**src/hw/snoop_pkg.sv**
```systemverilog
/*
 * Shared constants and types for the snoop and backoff unit.
 * Assumes a single bus clock and a cache that answers tag lookups in the same cycle.
 */
`default_nettype none
package snoop_pkg;
    // Address bus field positions, data width, byte lanes and beat counter width.
    localparam int ADDR_HI  = 31;
    localparam int ADDR_LO  = 3;
    localparam int LINE_LO  = 5;
    localparam int DATA_W   = 64;
    localparam int BYTES    = 8;
    localparam int BEAT_W   = 2;

    // Negated levels of the active-low outputs at reset.
    localparam logic PIN_NEG = 1'b1;
    localparam int SYNC_W   = 6 + (ADDR_HI - ADDR_LO + 1) + DATA_W;

    // Idle levels of the synchronised pins, so reset shows no false strobe or backoff.
    localparam logic [SYNC_W-1:0] SYNC_IDLE = {1'b0, PIN_NEG, PIN_NEG, 1'b0, PIN_NEG, PIN_NEG,
                                               {(SYNC_W-6){1'b0}}};

    // Numbers of the first and the last beat of a line burst.
    localparam logic [BEAT_W-1:0] BEAT_FIRST = 2'h0;
    localparam logic [BEAT_W-1:0] BEAT_LAST  = 2'h3;

    // Offset bits inside a line that a writeback drives as zero.
    localparam logic [LINE_LO-ADDR_LO-1:0] LINE_OFS = 2'h0;

    typedef enum logic [1:0] {ST_IDLE, ST_ADDR, ST_DATA, ST_BUS_ABORT_REQUEST_N} bus_state_e;

    typedef logic [ADDR_HI:LINE_LO] line_addr_t;
    typedef logic [ADDR_HI:ADDR_LO] bus_addr_t;

    // Even parity per byte lane.
    function automatic logic [BYTES-1:0] lane_parity(input logic [DATA_W-1:0] d);
        logic [BYTES-1:0] p;
        p = '0;
        for (int i = 0; i < BYTES; i++) begin
            p[i] = ^d[i*8 +: 8];
        end
        return p;
    endfunction
endpackage
`default_nettype wire

```
**src/hw/snoop_if.sv**
```systemverilog
/*
 * Carrier between the bus sequencer and the snoop responder.
 * Assumes both ends run on the bus clock.
 */
`timescale 1ns/100ps
`default_nettype none
interface snoop_if;
    import snoop_pkg::*;
    logic       ext_addr_strobe_n;
    logic       snoop_invalidate;
    line_addr_t addr;
    logic       lk_valid;
    logic       lk_found;
    logic       lk_mod;
    logic       upd_valid;
    logic       upd_inv;
    logic       hit_n;
    logic       dirty_n;
    logic       wb_req;
    line_addr_t wb_addr;
    logic       wb_done;

    modport seq (output ext_addr_strobe_n, snoop_invalidate, addr, lk_found, lk_mod, wb_done,
                 input lk_valid, upd_valid, upd_inv, hit_n, dirty_n, wb_req, wb_addr);
    modport probe (input ext_addr_strobe_n, snoop_invalidate, addr, lk_found, lk_mod, wb_done,
                   output lk_valid, upd_valid, upd_inv, hit_n, dirty_n, wb_req, wb_addr);
endinterface
`default_nettype wire

```
**src/hw/snoop_inquire_backoff_unit.sv**
```systemverilog
/*
 * Bus-side snoop and backoff unit: runs core and writeback bus cycles,
 * floats the address bus under address hold, aborts and restarts on backoff.
 * Assumes core and cache ports are on clk_in and bus pins are asynchronous.
 */
`timescale 1ns/100ps
`default_nettype none
module snoop_inquire_backoff_unit (
    // Clock and reset
    input  wire logic                    clk_in,
    input  wire logic                    rst_n_in,
    // Bus control pins
    input  wire logic                    addr_float_request_in,
    input  wire logic                    bus_abort_request_n_in,
    input  wire logic                    ext_addr_strobe_n_in,
    input  wire logic                    snoop_invalidate_in,
    input  wire logic                    transfer_ready_n_in,
    input  wire logic                    cacheable_input_n_in,
    // Address pins
    input  wire snoop_pkg::bus_addr_t    addr_in,
    output var snoop_pkg::bus_addr_t     addr_out,
    output logic                         addr_parity_out,
    output logic                         addr_oe_n_out,
    // Cycle control pins
    output logic                         cycle_addr_strobe_n_out,
    output logic                         write_cycle_out,
    output logic                         ctrl_oe_n_out,
    // Data pins
    input  wire logic [63:0]             data_in,
    output logic [63:0]                  data_out,
    output logic [7:0]                   data_parity_out,
    output logic                         data_oe_n_out,
    // Snoop result pins
    output logic                         snoop_hit_n_out,
    output logic                         snoop_dirty_n_out,
    // Core request port
    input  wire logic                    req_valid_in,
    input  wire snoop_pkg::bus_addr_t    req_addr_in,
    input  wire logic                    req_write_in,
    input  wire logic                    req_burst_in,
    input  wire logic [63:0]             req_wdata_in,
    output logic                         req_ready_out,
    output logic                         done_out,
    output logic [63:0]                  rdata_out,
    output logic                         rdata_valid_out,
    output logic                         rdata_cacheable_out,
    // Cache port
    output logic                         lookup_valid_out,
    output var snoop_pkg::line_addr_t    lookup_addr_out,
    input  wire logic                    lookup_found_in,
    input  wire logic                    lookup_modified_in,
    output logic                         update_valid_out,
    output logic                         update_invalidate_out,
    output logic [1:0]                   wb_beat_out,
    input  wire logic [63:0]             wb_data_in
);
    import snoop_pkg::*;

    ////////////////////////////////////////////////////////////////////////////
    // Pin synchronisers: only the second stage is read.

    logic [SYNC_W-1:0] meta_ff;
    logic [SYNC_W-1:0] sync_ff;
    wire  [SYNC_W-1:0] pins_raw;

    assign pins_raw = {addr_float_request_in, bus_abort_request_n_in, ext_addr_strobe_n_in,
                       snoop_invalidate_in, transfer_ready_n_in, cacheable_input_n_in,
                       addr_in, data_in};

    always_ff @(posedge clk_in) begin
        if (!rst_n_in) begin
            meta_ff <= SYNC_IDLE;
            sync_ff <= SYNC_IDLE;
        end else begin
            meta_ff <= pins_raw;
            sync_ff <= meta_ff;
        end
    end

    wire              addr_float_request_s;
    wire              bus_abort_request_n_n_s;
    wire              ext_addr_strobe_n_n_s;
    wire              inv_s;
    wire              transfer_ready_n_n_s;
    wire              ken_n_s;
    wire bus_addr_t   addr_s;
    wire [DATA_W-1:0] data_s;

    assign {addr_float_request_s, bus_abort_request_n_n_s, ext_addr_strobe_n_n_s, inv_s, transfer_ready_n_n_s, ken_n_s, addr_s, data_s} = sync_ff;

    wire bus_abort_request_n_s = ~bus_abort_request_n_n_s;
    wire transfer_ready_n_s = ~transfer_ready_n_n_s;

    ////////////////////////////////////////////////////////////////////////////
    // Snoop responder.

    snoop_if sn ();

    assign sn.ext_addr_strobe_n     = ~ext_addr_strobe_n_n_s;
    assign sn.snoop_invalidate      = inv_s;
    assign sn.addr     = addr_s[ADDR_HI:LINE_LO];
    assign sn.lk_found = lookup_found_in;
    assign sn.lk_mod   = lookup_modified_in;

    snoop_probe u_probe (
        .clk_in   (clk_in),
        .rst_n_in (rst_n_in),
        .sn       (sn)
    );

    assign lookup_valid_out      = sn.lk_valid;
    assign lookup_addr_out       = sn.addr;
    assign update_valid_out      = sn.upd_valid;
    assign update_invalidate_out = sn.upd_inv;
    assign snoop_hit_n_out       = sn.hit_n;
    assign snoop_dirty_n_out     = sn.dirty_n;

    ////////////////////////////////////////////////////////////////////////////
    // Bus cycle sequencer.

    bus_state_e        state_ff;
    logic              src_wb_ff;
    logic              burst_ff;
    logic              write_ff;
    logic              restart_ff;
    logic [BEAT_W-1:0] beat_ff;
    bus_addr_t         cur_addr_ff;
    logic [DATA_W-1:0] cur_wdata_ff;
    logic              cur_write_ff;
    bus_addr_t         addr_ff;
    logic [DATA_W-1:0] data_ff;
    logic              done_ff;
    logic [DATA_W-1:0] rdata_ff;
    logic              rvalid_ff;
    logic              ken_ff;

    bus_state_e        nxt_state;
    logic [BEAT_W-1:0] nxt_beat;

    // A cycle launches from idle or straight out of bus hold on its release edge.
    wire can_launch = (state_ff == ST_IDLE || state_ff == ST_BUS_ABORT_REQUEST_N) && !bus_abort_request_n_s;
    wire launch_wb  = can_launch && sn.wb_req;
    wire launch_rs  = can_launch && !sn.wb_req && restart_ff && !addr_float_request_s;
    wire take_req   = can_launch && !sn.wb_req && !restart_ff && !addr_float_request_s && req_valid_in;
    wire launch     = launch_wb || launch_rs || take_req;
    wire in_cycle   = state_ff == ST_ADDR || state_ff == ST_DATA;
    wire last_beat  = (src_wb_ff || burst_ff) ? (beat_ff == BEAT_LAST) : 1'b1;
    wire beat_done  = state_ff == ST_DATA && transfer_ready_n_s && !bus_abort_request_n_s;
    wire cyc_end    = beat_done && last_beat;
    wire bus_float  = state_ff == ST_BUS_ABORT_REQUEST_N;

    assign req_ready_out = take_req;
    assign sn.wb_done    = cyc_end && src_wb_ff;
    assign wb_beat_out   = nxt_beat;

    always_comb begin
        nxt_state = state_ff;
        nxt_beat  = beat_ff;
        if (bus_abort_request_n_s) begin
            nxt_state = ST_BUS_ABORT_REQUEST_N;
        end else if (launch) begin
            nxt_state = ST_ADDR;
            nxt_beat  = BEAT_FIRST;
        end else if (state_ff == ST_ADDR) begin
            nxt_state = ST_DATA;
        end else if (cyc_end) begin
            nxt_state = ST_IDLE;
        end else if (beat_done) begin
            nxt_beat  = beat_ff + 2'h1;
        end else if (state_ff == ST_BUS_ABORT_REQUEST_N) begin
            nxt_state = ST_IDLE;
        end
    end

    always_ff @(posedge clk_in) begin
        if (!rst_n_in) begin
            state_ff <= ST_IDLE;
            beat_ff  <= BEAT_FIRST;
        end else begin
            state_ff <= nxt_state;
            beat_ff  <= nxt_beat;
        end
    end

    // Cycle that an abort would have to repeat.
    always_ff @(posedge clk_in) begin
        if (!rst_n_in) begin
            restart_ff   <= 1'b0;
            cur_addr_ff  <= '0;
            cur_wdata_ff <= '0;
            cur_write_ff <= 1'b0;
        end else if (take_req) begin
            cur_addr_ff  <= req_addr_in;
            cur_wdata_ff <= req_wdata_in;
            cur_write_ff <= req_write_in;
        end else if (bus_abort_request_n_s && in_cycle && !src_wb_ff) begin
            restart_ff   <= 1'b1;
        end else if (launch_rs) begin
            restart_ff   <= 1'b0;
        end
    end

    always_ff @(posedge clk_in) begin
        if (!rst_n_in) begin
            src_wb_ff <= 1'b0;
            burst_ff  <= 1'b0;
            write_ff  <= 1'b0;
        end else if (launch) begin
            src_wb_ff <= launch_wb;
            burst_ff  <= take_req ? req_burst_in && !req_write_in : burst_ff;
            write_ff  <= launch_wb || (take_req ? req_write_in : cur_write_ff);
        end
    end

    // Writeback drives the captured line address with zero offset.
    wire bus_addr_t nxt_addr = launch_wb ? {sn.wb_addr, LINE_OFS} :
                               take_req  ? req_addr_in : cur_addr_ff;

    always_ff @(posedge clk_in) begin
        if (!rst_n_in) begin
            addr_ff <= '0;
            data_ff <= '0;
        end else begin
            addr_ff <= launch ? nxt_addr : addr_ff;
            data_ff <= (launch_wb || (src_wb_ff && in_cycle)) ? wb_data_in :
                       take_req ? req_wdata_in : launch_rs ? cur_wdata_ff : data_ff;
        end
    end

    // Read results back to the core.
    always_ff @(posedge clk_in) begin
        if (!rst_n_in) begin
            done_ff   <= 1'b0;
            rvalid_ff <= 1'b0;
            rdata_ff  <= '0;
            ken_ff    <= 1'b0;
        end else begin
            done_ff   <= cyc_end && !src_wb_ff;
            rvalid_ff <= beat_done && !write_ff;
            rdata_ff  <= (beat_done && !write_ff) ? data_s : rdata_ff;
            ken_ff    <= (beat_done && !write_ff) ? ~ken_n_s : ken_ff;
        end
    end

    assign done_out            = done_ff;
    assign rdata_valid_out     = rvalid_ff;
    assign rdata_out           = rdata_ff;
    assign rdata_cacheable_out = ken_ff;

    ////////////////////////////////////////////////////////////////////////////
    // Pin drive. Address hold floats only the address and its parity;
    // this keeps an in-flight cycle running while the system snoops.

    assign addr_out                = addr_ff;
    assign addr_parity_out         = ^addr_ff;
    assign addr_oe_n_out           = addr_float_request_s || bus_float;
    assign cycle_addr_strobe_n_out = state_ff != ST_ADDR;
    assign write_cycle_out         = write_ff;
    assign ctrl_oe_n_out           = bus_float;
    assign data_out                = data_ff;
    assign data_parity_out         = lane_parity(data_ff);
    assign data_oe_n_out           = !(in_cycle && write_ff);
endmodule
`default_nettype wire

```
**src/hw/snoop_probe.sv**
```systemverilog
/*
 * Snoop responder: looks up inquire addresses, drives the hit pins and
 * orders the line state change behind any writeback.
 * Assumes ext_addr_strobe_n is a synchronised one-cycle sample of the external strobe.
 */
`timescale 1ns/100ps
`default_nettype none
module snoop_probe
    import snoop_pkg::*;
(
    // Clock and reset
    input  wire logic clk_in,
    input  wire logic rst_n_in,
    // Sequencer side
    snoop_if.probe    sn
);
    logic       hit_n_ff;
    logic       dirty_n_ff;
    logic       wb_req_ff;
    logic       pend_inv_ff;
    line_addr_t wb_addr_ff;
    wire        dirty_hit;

    // A pending writeback blocks further lookups so the line is not lost.
    assign sn.lk_valid  = sn.ext_addr_strobe_n & ~wb_req_ff;
    assign dirty_hit    = sn.lk_valid & sn.lk_found & sn.lk_mod;
    assign sn.upd_valid = (sn.lk_valid & sn.lk_found & ~sn.lk_mod) | sn.wb_done;
    assign sn.upd_inv   = sn.wb_done ? pend_inv_ff : sn.snoop_invalidate;
    assign sn.hit_n     = hit_n_ff;
    assign sn.dirty_n   = dirty_n_ff;
    assign sn.wb_req    = wb_req_ff;
    assign sn.wb_addr   = wb_addr_ff;

    always_ff @(posedge clk_in) begin
        if (!rst_n_in) begin
            hit_n_ff    <= PIN_NEG;
            dirty_n_ff  <= PIN_NEG;
            wb_req_ff   <= 1'b0;
            pend_inv_ff <= 1'b0;
            wb_addr_ff  <= '0;
        end else if (sn.lk_valid) begin
            hit_n_ff    <= ~sn.lk_found;
            dirty_n_ff  <= ~dirty_hit;
            wb_req_ff   <= dirty_hit;
            pend_inv_ff <= sn.snoop_invalidate;
            wb_addr_ff  <= sn.addr;
        end else if (sn.wb_done) begin
            dirty_n_ff  <= PIN_NEG;
            wb_req_ff   <= 1'b0;
        end
    end
endmodule
`default_nettype wire
```
**config.mk**
```make
export PLATFORM = sky130hd
export DESIGN_NAME = snoop_inquire_backoff_unit
export DESIGN_NICKNAME = d
export VERILOG_FILES = /design/src/hw/snoop_pkg.sv /design/src/hw/snoop_if.sv /design/src/hw/snoop_inquire_backoff_unit.sv /design/src/hw/snoop_probe.sv
export SDC_FILE = /design/constraint.sdc
export NUM_CORES = 1
export LEC_CHECK = 0
export BUFFER_PORTS_ARGS = -buffer_cell sky130_fd_sc_hd__buf_2
export CAP_MARGIN = 40
export CORE_MARGIN = 2
export CORE_UTILIZATION = 40
export CTS_CLUSTER_SIZE = 20
export DETAILED_ROUTE_END_ITERATION = 12
export SLEW_MARGIN = 20
export SYNTH_ARGS = -nofsm -noshare
export SYNTH_HDL_FRONTEND = slang
export SYNTH_SLANG_ARGS = --single-unit
```
**constraint.sdc**
```tcl
create_clock -name clk_in -period 3.18 [get_ports clk_in]
set_clock_uncertainty 0.05 [all_clocks]
set_input_delay 0.636 -clock clk_in [delete_from_list [all_inputs] [get_ports clk_in]]
set_output_delay 0.636 -clock clk_in [all_outputs]
set_load 0.01 [all_outputs]
```
Word level (Yosys, flattened, before mapping)
Index checks and enable logic that the tools add are counted.
- bitwise logic cells: 14
- reductions and logical operators: 50
- muxes and demuxes: 25
- add/subtract/negate cells: 1
- equality and inequality tests: 7
- operators by type and width (cell ; number):
    64-bit two-way mux ; 3
    8-bit parity ; 8
    29-bit two-way mux ; 2
    29-bit parity ; 1
    2-bit two-way mux ; 11
    1-bit logical AND ; 19
    1-bit two-way mux ; 9
    1-bit NOT ; 9
    1-bit logical OR ; 8
    1-bit logical NOT ; 7
    2-bit == test (second input constant) ; 3
    2-bit AND reduction ; 3
    5-bit by 1-bit inequality test with 1-bit output (second input constant) ; 1
    5-bit by 3-bit inequality test with 1-bit output (second input constant) ; 1
    1-bit bitwise AND ; 4
    2-bit nonzero test ; 2
    3-bit nonzero test ; 1
    2-bit by 1-bit adder with 2-bit output (second input constant) ; 1
    2-bit by 1-bit == test with 1-bit output (second input constant) ; 1
    2-bit logical NOT ; 1
    2-bit by 1-bit inequality test with 1-bit output (second input constant) ; 1
    1-bit bitwise OR ; 1
- register bits: 491
- logic and storage cells: 119
- output and inout bits: 209
- input bits: 263

Depth between registers and ports, before layout
Gate-level depths: netlist of the first run.
- depth in word-level cells: 10
- gate-level depth with buffers: 10
- mapped depth without buffers: 7

Modules after synthesis
Synthesis of the first run repeated with hierarchy kept, for this count alone.
- cell total of the unflattened synthesis: 1853
- area, all modules: 17429.2 um^2
- by module, submodules not included (module ; cells each ; seq. area each (um^2) ; area an instance (um^2) ; instances):
    snoop_inquire_backoff_unit ; 1717 ; 9128.8 ; 16230.6 ; 1
    snoop_probe ; 136 ; 620.6 ; 1198.6 ; 1

Least setup slack after synthesis of the first run
OpenSTA, ideal clock, no wires.
- path kind: register to output
- start: register state_ff[0]
- end: output req_ready_out
- data required time: 2494 ps
- path slack: 649 ps
- arrival time: 1845 ps
- cell stages (with the launch flop): 9
- buffers on the path: 3
- cell sequence: dfxtp_1 > inv_1 > ha_1 > nand4bb_1 > or3b_1 > buf_2 > buf_6 > inv_2 > buf_4
- word-level cells in the longest chain between the ends: 7
- elaborated cells between the ends (all ways): 8
- classes of those cells: 1 x eq/ne; 7 x reduce/logical
- RTL lines (item ; RTL line ; RTL):
    from (decl) ; snoop_inquire_backoff_unit.sv:121 ; bus_state_e state_ff;
    from (signal assigned) ; snoop_inquire_backoff_unit.sv:180 ; state_ff <= nxt_state;
    2-bit == test / 2-bit logical NOT (equally long branches) ; snoop_inquire_backoff_unit.sv:141 ; wire can_launch = (state_ff == ST_IDLE || state_ff == ST_BUS_ABORT_REQUEST_N) && !bus_abort_request_n_s;
    1-bit logical OR (*) ; snoop_inquire_backoff_unit.sv:141 ;
    1-bit logical AND (*) ; snoop_inquire_backoff_unit.sv:141 ;
    1-bit logical AND (*) (4 in a row) ; snoop_inquire_backoff_unit.sv:144 ; wire take_req = can_launch && !sn.wb_req && !restart_ff && !addr_float_request_s && req_valid_in;
    to (decl) ; snoop_inquire_backoff_unit.sv:42 ; output logic req_ready_out,
Mark *: on every way between the ends. The rest lies on a longest branch, timed or not.

Worst setup path in the final report of the first run
- start: register addr_ff[0] (netlist: addr_out[0])
- end: output addr_parity_out
- word-level cells in the longest chain between the ends: 1
- RTL lines (item ; RTL line ; RTL):
    from (decl) ; snoop_inquire_backoff_unit.sv:130 ; bus_addr_t addr_ff;
    from (signal assigned) ; snoop_inquire_backoff_unit.sv:224 ; addr_ff <= launch ? nxt_addr : addr_ff;
    29-bit parity ; snoop_inquire_backoff_unit.sv:255 ; assign addr_parity_out = ^addr_ff;
    to (decl) ; snoop_inquire_backoff_unit.sv:22 ; output logic addr_parity_out,
No other way between the ends.

==> run metrics, run 1 <==
CTS Buf Count 52; Synth top area share 56.3%; Final setup violation count 0; initial core utilization about 40%; htree depth 2; # IOs 472; Max VDD drop about 460 µV; Layout Cells excl Fill 2843; initial antenna violation count 14; synth top area cells dfxtp_1, and2_1, nand2_1; cell count after placement 2747; Seq/Total Area, Yosys 56.3%; Slew @ Worst Pin approximately 0.81 ns; FP Rows 76; Final TNS setup 0 ns; CP Class flop to output pin; status complete, no violations; Comb power frac 17.2%; detailed placement HPWL roughly 35 mm; area delta synth->final 24.6%; final WL 50.8 mm; Max Buffers Root-to-Sink 3; clock latency on the worst-skew pair 0.59 ns; Post-synth EDFFs 0; Max-cap violations 0; Reg power frac 44.7%; largest net degree at the start of global routing 188; worst min path class input port to flop; Syn Area/Cell 9.46 µm²; clock sink total 487; Worst EP arrival 2.37 ns; final hold violation count 0; CP Max Fanout 3; Post-Syn Instances 1830; CTS tree built; Achievable Freq 0.327 GHz; Final Max Slew Viols 0; Crit. End Element output pin; Yosys cell types 42; clk slew on worst S/H paths ~0.06 ns; Synth area leader dfxtp_1; Worst Path Buf+Inv 1; setup bufs post-CTS 0; Slowest-stage cell, CP xnor3_1; Die Wd 212 µm; vias per inst 4.90; Async SR Flop Fraction 0%; post-route clock period utilization 96.1%; Root Buffer clkbuf_16; Int Pwr ~11 mW; Leakage approximately 9.4 nW; CP top delay family XOR/XNOR gates; Total GRT Usage 21.7%; Pwr per Cell Area 702 mW/mm²; filler cell count 4100; worst-path cell chain xnor2_1 -> xnor2_1 -> xnor3_1 -> xnor3_1 -> buf_2; crit start category flop; wire per inst 17.9 µm; Post-Syn Area between 0.015 and 0.02 mm²; die area roughly 0.045 mm²; vias in the first global route 13300; Net Switching 4.11 mW; synth cell count leaders dfxtp_1, nand2_1, a21oi_1, and2_1, clkbuf_1; core area 0.0429 mm²; share of cells above drive strength 1 around a quarter; synthesis warning total 0; Congestion Overflow GR 0; Port Buffer Count 469; initial drt markers 801; drt drc 0; cts hold-fix bufs 0; Routed Antenna Nets 0; GPL Wtd Cong 0.836; count leader, synth dfxtp_1; Clock Power Share between 30% and 40%; Final min period 3.06 ns; die height 212 µm; FF+latch count, synth 487; net count of the finished layout 2483; CP peak stage delay 0.48 ns; global-route wire length before repair 76.1 mm; unrepaired setup endpoints after global routing false; 1st-pass router iterations 5; sw frac 27.1%; Worst slew margin 46.1%; Req. time, crit path 2.49 ns; post-synthesis net count 2097; Post-synth top flop dfxtp_1; via count 13900
[flip-flops by register name (all words and copies together) (netlist names), 2 cells and up]
| register | count |
|---|---|
| cur_wdata_ff | 64 |
| rdata_out | 64 |
| meta_ff | 97 |
| u_probe.sn.wb_addr | 27 |
| data_out | 64 |
| beat_ff | 2 |
| state_ff | 2 |
| cur_addr_ff | 29 |
| sync_ff | 97 |
| addr_out | 29 |
[final timing paths]
| check | from | to | slack (ns) | cells past startpoint |
|---|---|---|---|---|
| max | addr_out[0]$_SDFFE_PN0P_ | addr_parity_out | 0.12 | 5 |
| min | data_in[29] | meta_ff[29]$_SDFF_PN0_ | 0.18 | 2 |
| max reg2reg | state_ff[0]$_SDFFE_PN0P_ | data_out[1]$_SDFFE_PN0P_ | 0.57 | 8 |
| min reg2reg | meta_ff[96]$_SDFF_PN1_ | sync_ff[96]$_SDFF_PN1_ | 0.36 | 1 |
[through the flow]
step           setup WS (ns)  power [mW]  instance area (µm²)  hold slack [ns]  utilization (%)
2_1_floorplan          0.649        8.58                17300            0.336                -
3_3_place_gp           0.608        9.50                19900            0.344             46.4
3_5_place_dp           0.538        9.55                19900            0.344             46.5
4_1_cts               0.0354        15.4                21600            0.147             50.3
5_1_grt              0.00249        15.8                21600            0.156             50.3
6_report               0.124        15.2                21600            0.185             50.3
[power by group through the flow]
stage | clock network (mW) | logic [mW] | registers (mW)
after floorplan | 0 | 1.65 | 6.93
after global placement | 0 | 2.61 | 6.89
after detailed placement | 0 | 2.64 | 6.91
after CTS | 5.94 | 2.64 | 6.78
after global routing | 6.18 | 2.83 | 6.82
final | 5.77 | 2.61 | 6.78
[worst reg2reg max path: stages (launching register included)]
cell	delay, ns
dfxtp_1	0.37
inv_1	0.06
ha_1	0.42
nand4bb_2	0.14
or3b_4	0.46
buf_4	0.28
buf_12	0.25
mux2i_1	0.19
a221oi_1	0.30
[layout by cell type (no fill, tap or decap), drive strengths merged, types with 2 or more instances in the layout]
cell and count:
o211ai 2, a32o 3, clkinvlp 2, nor2 77, o21ai 34, xor2 11, o22ai 31, nand3 32
xnor2 68, buf 495, o221ai 26, diode 7, o21bai 2, a21oi 210, a31oi 2, xnor3 3
nand2b 10, nor3 2, dfxtp 487, nand2 281, and2 191, mux2 3, clkinv 10, a221oi 34
inv 44, clkbuf 74, ha 4, a211oi 4, nand3b 33, or2 4, mux2i 64
[per-layer routing]
layer	vias up	GRT usage (%)	wire [µm]
li1	6825	-	-
met1	6526	27.0	21400
met2	465	34.8	23100
met3	96	8.08	4940
met4	14	6.92	1330
met5	-	0	86
[logic make-up after synthesis]
| logic type | count (synthesis) | synth area share (%) |
|---|---|---|
| AND/OR/NAND/NOR | 632 | 17.7 |
| adder cells (fa/ha/maj) | 4 | 0.289 |
| buffers and inverters | 205 | 5.39 |
| AO/OA/AOI/OAI | 353 | 12.1 |
| flip-flops | 487 | 56.3 |
| multiplexers | 67 | 3.89 |
| XOR/XNOR | 82 | 4.39 |
[repair_timing]
action	in CTS	in global routing
pin swaps	1	1
setup endpoints to repair	1	2
endpoints found under the hold margin	0	0
gates resized for setup	0	1
[final cells by class]
class / instances / area [µm²] / share of cell area, %
Antenna cell: 7 / 17.5 / 0.0812
Inverter: 42 / 163 / 0.754
Multi-Input combinational cell: 1138 / 6660 / 30.9
Timing Repair Buffer: 495 / 2620 / 12.2
Clock buffer: 74 / 1480 / 6.88
Tap cell: 585 / 732 / 3.39
Sequential cell: 487 / 9750 / 45.2
Clock inverter: 15 / 146 / 0.678
Note: power is estimated with default switching activity, not from simulation.
==> inputs of run 2 (changes only) <==
==> constraint.sdc (replaced) <==
create_clock -name clk_in -period 3.9 [get_ports clk_in]
set_clock_uncertainty 0.05 [all_clocks]
set_input_delay 0.78 -clock clk_in [delete_from_list [all_inputs] [get_ports clk_in]]
set_output_delay 0.78 -clock clk_in [all_outputs]
set_load 0.01 [all_outputs]
==> run metrics, run 2 (synthesis gave the netlist of run 1 again) <==
CP Max Fanout 3; post-layout util 50.5%; sw frac a little over a quarter; Int Pwr 9.17 mW; detailed placement HPWL ~35 mm; reg2reg start state_ff[0]$_SDFFE_PN0P_; Die Wd about 210 µm; R2R setup slack 1.19 ns; final hold violation count 0; Routed Antenna Nets 0; Max-cap violations 0; CP top delay family XOR/XNOR gates; die height 212 µm; vias in the first global route 13300; worst setup path startpoint addr_out[12]$_SDFFE_PN0P_; setup bufs post-CTS 0; CTS tree built; most frequent cells in the layout dfxtp_1, buf_2, nand2_1; Achievable Freq 0.306 GHz; fin area 0.0216 mm²; FP Rows between 70 and 80; clock latency on the worst-skew pair 0.58 ns; Regs by FF count meta_ff: 97 flops, sync_ff: 97 flops; Final Max Slew Viols 0; final WL 50.6 mm; initial drt markers 774; Total GRT Usage 21.7%; worst min path class input port to flop; crit start category flop; R2R depth 8; Crit. End Element output pin; worst-path cell chain xnor2_1 -> xnor3_1 -> xnor3_1 -> xnor3_1 -> buf_2; wire per inst 17.8 µm; via count 13800; worst r2r dst data_out[18]$_SDFFE_PN0P_; Post-DP Area 0.0199 mm²; unrepaired setup endpoints after global routing false; Root Buffer clkbuf_16; Reg power frac between 40% and 50%; Req. time, crit path 3.07 ns; post-route clock period utilization 83.9%; Slew @ Worst Pin ~0.96 ns; htree depth 2; net count of the finished layout 2482; Critical Path Sink addr_parity_out; Worst EP arrival 2.44 ns; status complete, no violations; clk slew on worst S/H paths approximately 0.06 ns; # IOs 472; Final min period 3.27 ns; Resized Gates After CTS 0; Tot Pwr around 13 mW; Comb power frac 17.1%; largest net degree at the start of global routing 228; most common cell after layout, fill and taps aside dfxtp_1; initial antenna violation count 16; Slowest-stage cell, CP xnor3_1; most used cell, CP xnor3_1; 1st-pass router iterations 5; initial core utilization between 40% and 50%; cts hold-fix bufs 0; core area 0.0429 mm²; Max VDD drop 356 µV; Leakage 9.43 nW; Max Buffers Root-to-Sink 3; CTS Buf Count slightly above 50; die area 0.0450 mm²; Pwr per Cell Area 578 mW/mm²; share of cells above drive strength 1 26.3%; clock sink total 487; drt drc 0; global-route wire length before repair around 76 mm; Worst slew margin ~36%; Final setup violation count 0; area delta synth->final 25.0%; Congestion Overflow GR 0; Worst Path Buf+Inv 1; CP Class flop to output pin; number of cells on the critical path 5; CP peak stage delay ~0.42 ns; Port Buffer Count ~470; Clock Power Share 38.8%; GPL Wtd Cong around 0.83; vias per inst between 4 and 5; Net Switching 3.35 mW; Final TNS setup 0 ns
## run 2: cell count changes in the layout (fill, tap and decap cells not counted), sizes merged
cell,before,now
bufinv,1,3
clkbuf,74,72
clkinvlp,2,0
inv,44,46
## run 2: layout make-up
cell class                 instances  area, µm²
inverter                          42        163
clock buffer                      72       1500
tap                              585        732
sequential                       487       9750
multi-input combinational       1138       6660
fill                            4109      21200
clock inverter                    17        190
antenna                            7       17.5
timing repair buffer             495       2640
## run 2: metrics by stage
stage	cells	worst slack [ns]	hold WS (ns)
2_1_floorplan	1830	1.22	0.336
3_3_place_gp	2745	1.07	0.343
3_5_place_dp	2747	1.19	0.346
4_1_cts	2836	0.573	0.291
5_1_grt	2841	0.497	0.324
6_report	2843	0.628	0.332
## run 2: power groups by stage
stage / registers (mW) / clock network [mW] / logic (mW)
after floorplan: 5.65 / 0 / 1.35
after global placement: 5.62 / 0 / 2.13
after detailed placement: 5.64 / 0 / 2.15
after CTS: 5.53 / 4.98 / 2.16
after global routing: 5.57 / 5.18 / 2.32
final: 5.53 / 4.85 / 2.13
## run 2: worst min path at each step
stage                                       from                                to  depth (start not counted)
after floorplan           meta_ff[93]$_SDFF_PN1_            sync_ff[93]$_SDFF_PN1_                          1
after global placement    sync_ff[93]$_SDFF_PN1_  rdata_cacheable_out$_SDFFE_PN0P_                          1
after detailed placement  meta_ff[96]$_SDFF_PN1_            sync_ff[96]$_SDFF_PN1_                          1
after CTS                   ext_addr_strobe_n_in            meta_ff[96]$_SDFF_PN1_                          2
after global routing        ext_addr_strobe_n_in            meta_ff[96]$_SDFF_PN1_                          2
final                       ext_addr_strobe_n_in            meta_ff[96]$_SDFF_PN1_                          2
## run 2: layer usage
metal  share of wire, %  global-route usage [%]  up-vias
met5               0.18                       0        -
met4                2.2                    7.26       16
met3                9.2                    7.50       84
met2                 46                    35.2      446
met1                 42                    26.9     6427
li1                   -                       -     6831
==> inputs of run 3 (changes only) <==
--- a/config.mk
+++ b/config.mk
@@ -5,12 +5,14 @@
 export SDC_FILE = /design/constraint.sdc
 export NUM_CORES = 1
 export LEC_CHECK = 0
+export ABC_AREA = 1
 export BUFFER_PORTS_ARGS = -buffer_cell sky130_fd_sc_hd__buf_2
 export CAP_MARGIN = 40
 export CORE_MARGIN = 2
 export CORE_UTILIZATION = 40
 export CTS_CLUSTER_SIZE = 20
 export DETAILED_ROUTE_END_ITERATION = 12
+export PLACE_DENSITY = 0.65
 export SLEW_MARGIN = 20
 export SYNTH_ARGS = -nofsm -noshare
 export SYNTH_HDL_FRONTEND = slang
==> constraint.sdc (replaced) <==
create_clock -name clk_in -period 2.8 [get_ports clk_in]
set_clock_uncertainty 0.05 [all_clocks]
set_input_delay 0.56 -clock clk_in [delete_from_list [all_inputs] [get_ports clk_in]]
set_output_delay 0.56 -clock clk_in [all_outputs]
set_load 0.01 [all_outputs]
==> run metrics, run 3 <==
most common cell after layout, fill and taps aside nand2_1; core area 0.0454 mm²; Worst slew margin 53.1%; Pwr per Cell Area 821 mW/mm²; area delta synth->final 23.3%; Synth area leader dfxtp_1; CTS Buf Count 51; drt drc 0; Tot Pwr 18.6 mW; CTS tree built; Multi-input gate area 0.00688 mm²; post-synthesis compound-gate area fraction 9.54%; cts hold-fix bufs 0; post-route clock period utilization between 90% and 100%; Async SR Flop Fraction 0%; clock latency on the worst-skew pair 0.58 ns; Post-Synth Simple-Gate Area approximately 24%; die height about 220 µm; die area about 0.048 mm²; Final min period 2.69 ns; net count of the finished layout roughly 3000; initial drt markers 879; Total GRT Usage between 20% and 30%; Die Wd 219 µm; Port Buffer Count 469; unrepaired setup endpoints after global routing false; clock sink total 487; largest net degree at the start of global routing 159; status complete, no violations; Leakage 12.1 nW; Slew @ Worst Pin 0.704 ns; largest family of logic cells by synthesized area simple AND/OR/NAND/NOR gates; Regs by FF count meta_ff: 97 flops, sync_ff: 97 flops; Yosys cell types 38; R2R setup slack 0.42 ns; Syn Area/Cell 7.60 µm²; Req. time, crit path between 2 and 2.5 ns; htree depth 2; Final setup violation count 0; detailed placement HPWL 34.2 mm; Root Buffer clkbuf_16; Crit. End Element output pin; final hold violation count 0; synthesis warning total 0; Post-synth EDFFs 0; vias in the first global route roughly 15000; Post-Syn Area about 0.018 mm²; Max VDD drop 585 µV; Achievable Freq 0.372 GHz; synth cell count leaders nand2_1, dfxtp_1, nor2_1, inv_1, o21ai_0; Routed Antenna Nets 0; wire per inst 14.3 µm; CP Max Fanout 4; Slowest-stage cell, CP dfxtp_1; FF+latch area 0.00975 mm²; clk slew on worst S/H paths 0.06 ns; count leader, synth nand2_1; Max-cap violations 0; FF+latch count, synth 487; initial antenna violation count 18; Final Max Slew Viols 0; global-route wire length before repair 76.8 mm; Seq/Total Area, Yosys 52.9%; FP Rows slightly below 80; Synth Area in Adders 0.272%; post-synthesis net count roughly 2700; Worst Path Buf+Inv 3; via count 15900; most frequent cells in the layout nand2_1, dfxtp_1, nor2_1; 1st-pass router iterations 5; synth top area cells dfxtp_1, nand2_1, nor2_1; # IOs between 400 and 500; worst-path cell chain ha_1 -> nor2_4 -> nand4_1 -> buf_4 -> o21ai_1 -> inv_1 -> nor2_2 -> buf_2; Post-synth top flop dfxtp_1; crit start category flop; Synth top area share a little over half; Congestion Overflow GR 0; Post-Syn Instances between 2000 and 2500; final WL 49.5 mm; initial core utilization 40.6%; CP Class flop to output pin; post-synthesis xor/xnor area fraction 2.90%; share of cells above drive strength 1 21.5%; vias per inst 4.59; CP top delay family buffers and inverters; Max Buffers Root-to-Sink 3; filler cell count between 4000 and 5000; GPL Wtd Cong between 0.8 and 0.9; Worst EP arrival 2.08 ns; worst min path class input port to flop; mux cell area share after synthesis 0.0611%; CP peak stage delay about 0.32 ns; post-layout util 50.1%
run 3: cell types whose count changed in the layout (fill, tap and decap cells not counted), moves of 31 or more:
cell      change
inv_1       +217
nand3b_1     -32
nor2_1      +406
mux2i_1      -64
nand2_1     +209
a221oi_1     -34
a21oi_1     -150
and2_1      -191
o22ai_1      -31
or2_0        +79
o21ai_0     +147
o21ai_1     +100
run 3: power breakdown:
group	total, mW	switching (mW)	internal [mW]	leakage [nW]
Clock	6.54	2.74	3.80	0.806
Sequential	8.02	0.423	7.60	4.01
Combinational	4.09	2.42	1.67	7.24
run 3: path summary, 6_finish.rpt:
path                            start                                to  cells past startpoint
max             beat_ff[0]$_SDFF_PN0_                    wb_beat_out[1]                      8
min                       data_in[49]            meta_ff[49]$_SDFF_PN0_                      3
max reg2reg  state_ff[0]$_SDFFE_PN0P_         data_out[50]$_SDFFE_PN0P_                     11
min reg2reg    sync_ff[93]$_SDFF_PN1_  rdata_cacheable_out$_SDFFE_PN0P_                      1
run 3: worst register-to-register path, stage by stage (launching register included):
cell,delay [ns]
dfxtp_2,0.35
inv_1,0.05
ha_2,0.39
nand3b_2,0.11
inv_2,0.11
nand2_8,0.10
nand2_2,0.18
or2_4,0.39
buf_4,0.30
nand2_1,0.07
nor2_1,0.12
nor2_1,0.05
run 3: final cells by class:
| cell class | instances | share of cell area, % |
|---|---|---|
| Tap cell | 600 | 3.30 |
| Clock buffer | 80 | 6.81 |
| Sequential cell | 487 | 42.9 |
| Clock inverter | 13 | 0.424 |
| Inverter | 264 | 4.43 |
| Multi-Input combinational cell | 1515 | 30.3 |
| Antenna cell | 11 | 0.121 |
| Timing Repair Buffer | 495 | 11.7 |
run 3: logic make-up (layout without fill, tap and decap cells):
group                      after synthesis  in the layout
muxes                                    1              1
and+or+nand+nor                       1100           1101
adders and majority gates                4              4
AOI/OAI and AO/OA                      348            348
DFF                                    487            487
other                                    0             11
xor gates and xnor gates                61             61
buffers and inverters                  423            852
run 3: what timing repair did:
action,in CTS,in global routing
endpoints found under the hold margin,0,0
setup endpoints to repair,4,4
gates cloned,1,0
pin swaps,2,0
gates resized for setup,9,9
buffers inserted,3,1
run 3: per-layer routing:
layer  GRT usage, %  vias up  part of all wire, %
li1               -     8133                    -
met1           25.7     7126                   44
met2           31.7      509                   44
met3           5.01      112                  7.7
met4           9.46       12                  3.7
met5              0        -                 0.17
run 3: metrics by stage:
step | std cells | hold WS, ns | cell area, µm² | worst slack [ns] | TNS (ns)
4_1_cts | 3453 | 0.0646 | 22700 | -0.0170 | -0.0170
3_3_place_gp | 3356 | 0.342 | 21000 | 0.363 | 0
2_1_floorplan | 2424 | 0.333 | 18400 | 0.618 | 0
3_5_place_dp | 3356 | 0.346 | 21000 | 0.336 | 0
5_1_grt | 3462 | 0.0844 | 22700 | 0.00209 | 0
6_report | 3465 | 0.106 | 22700 | 0.115 | 0
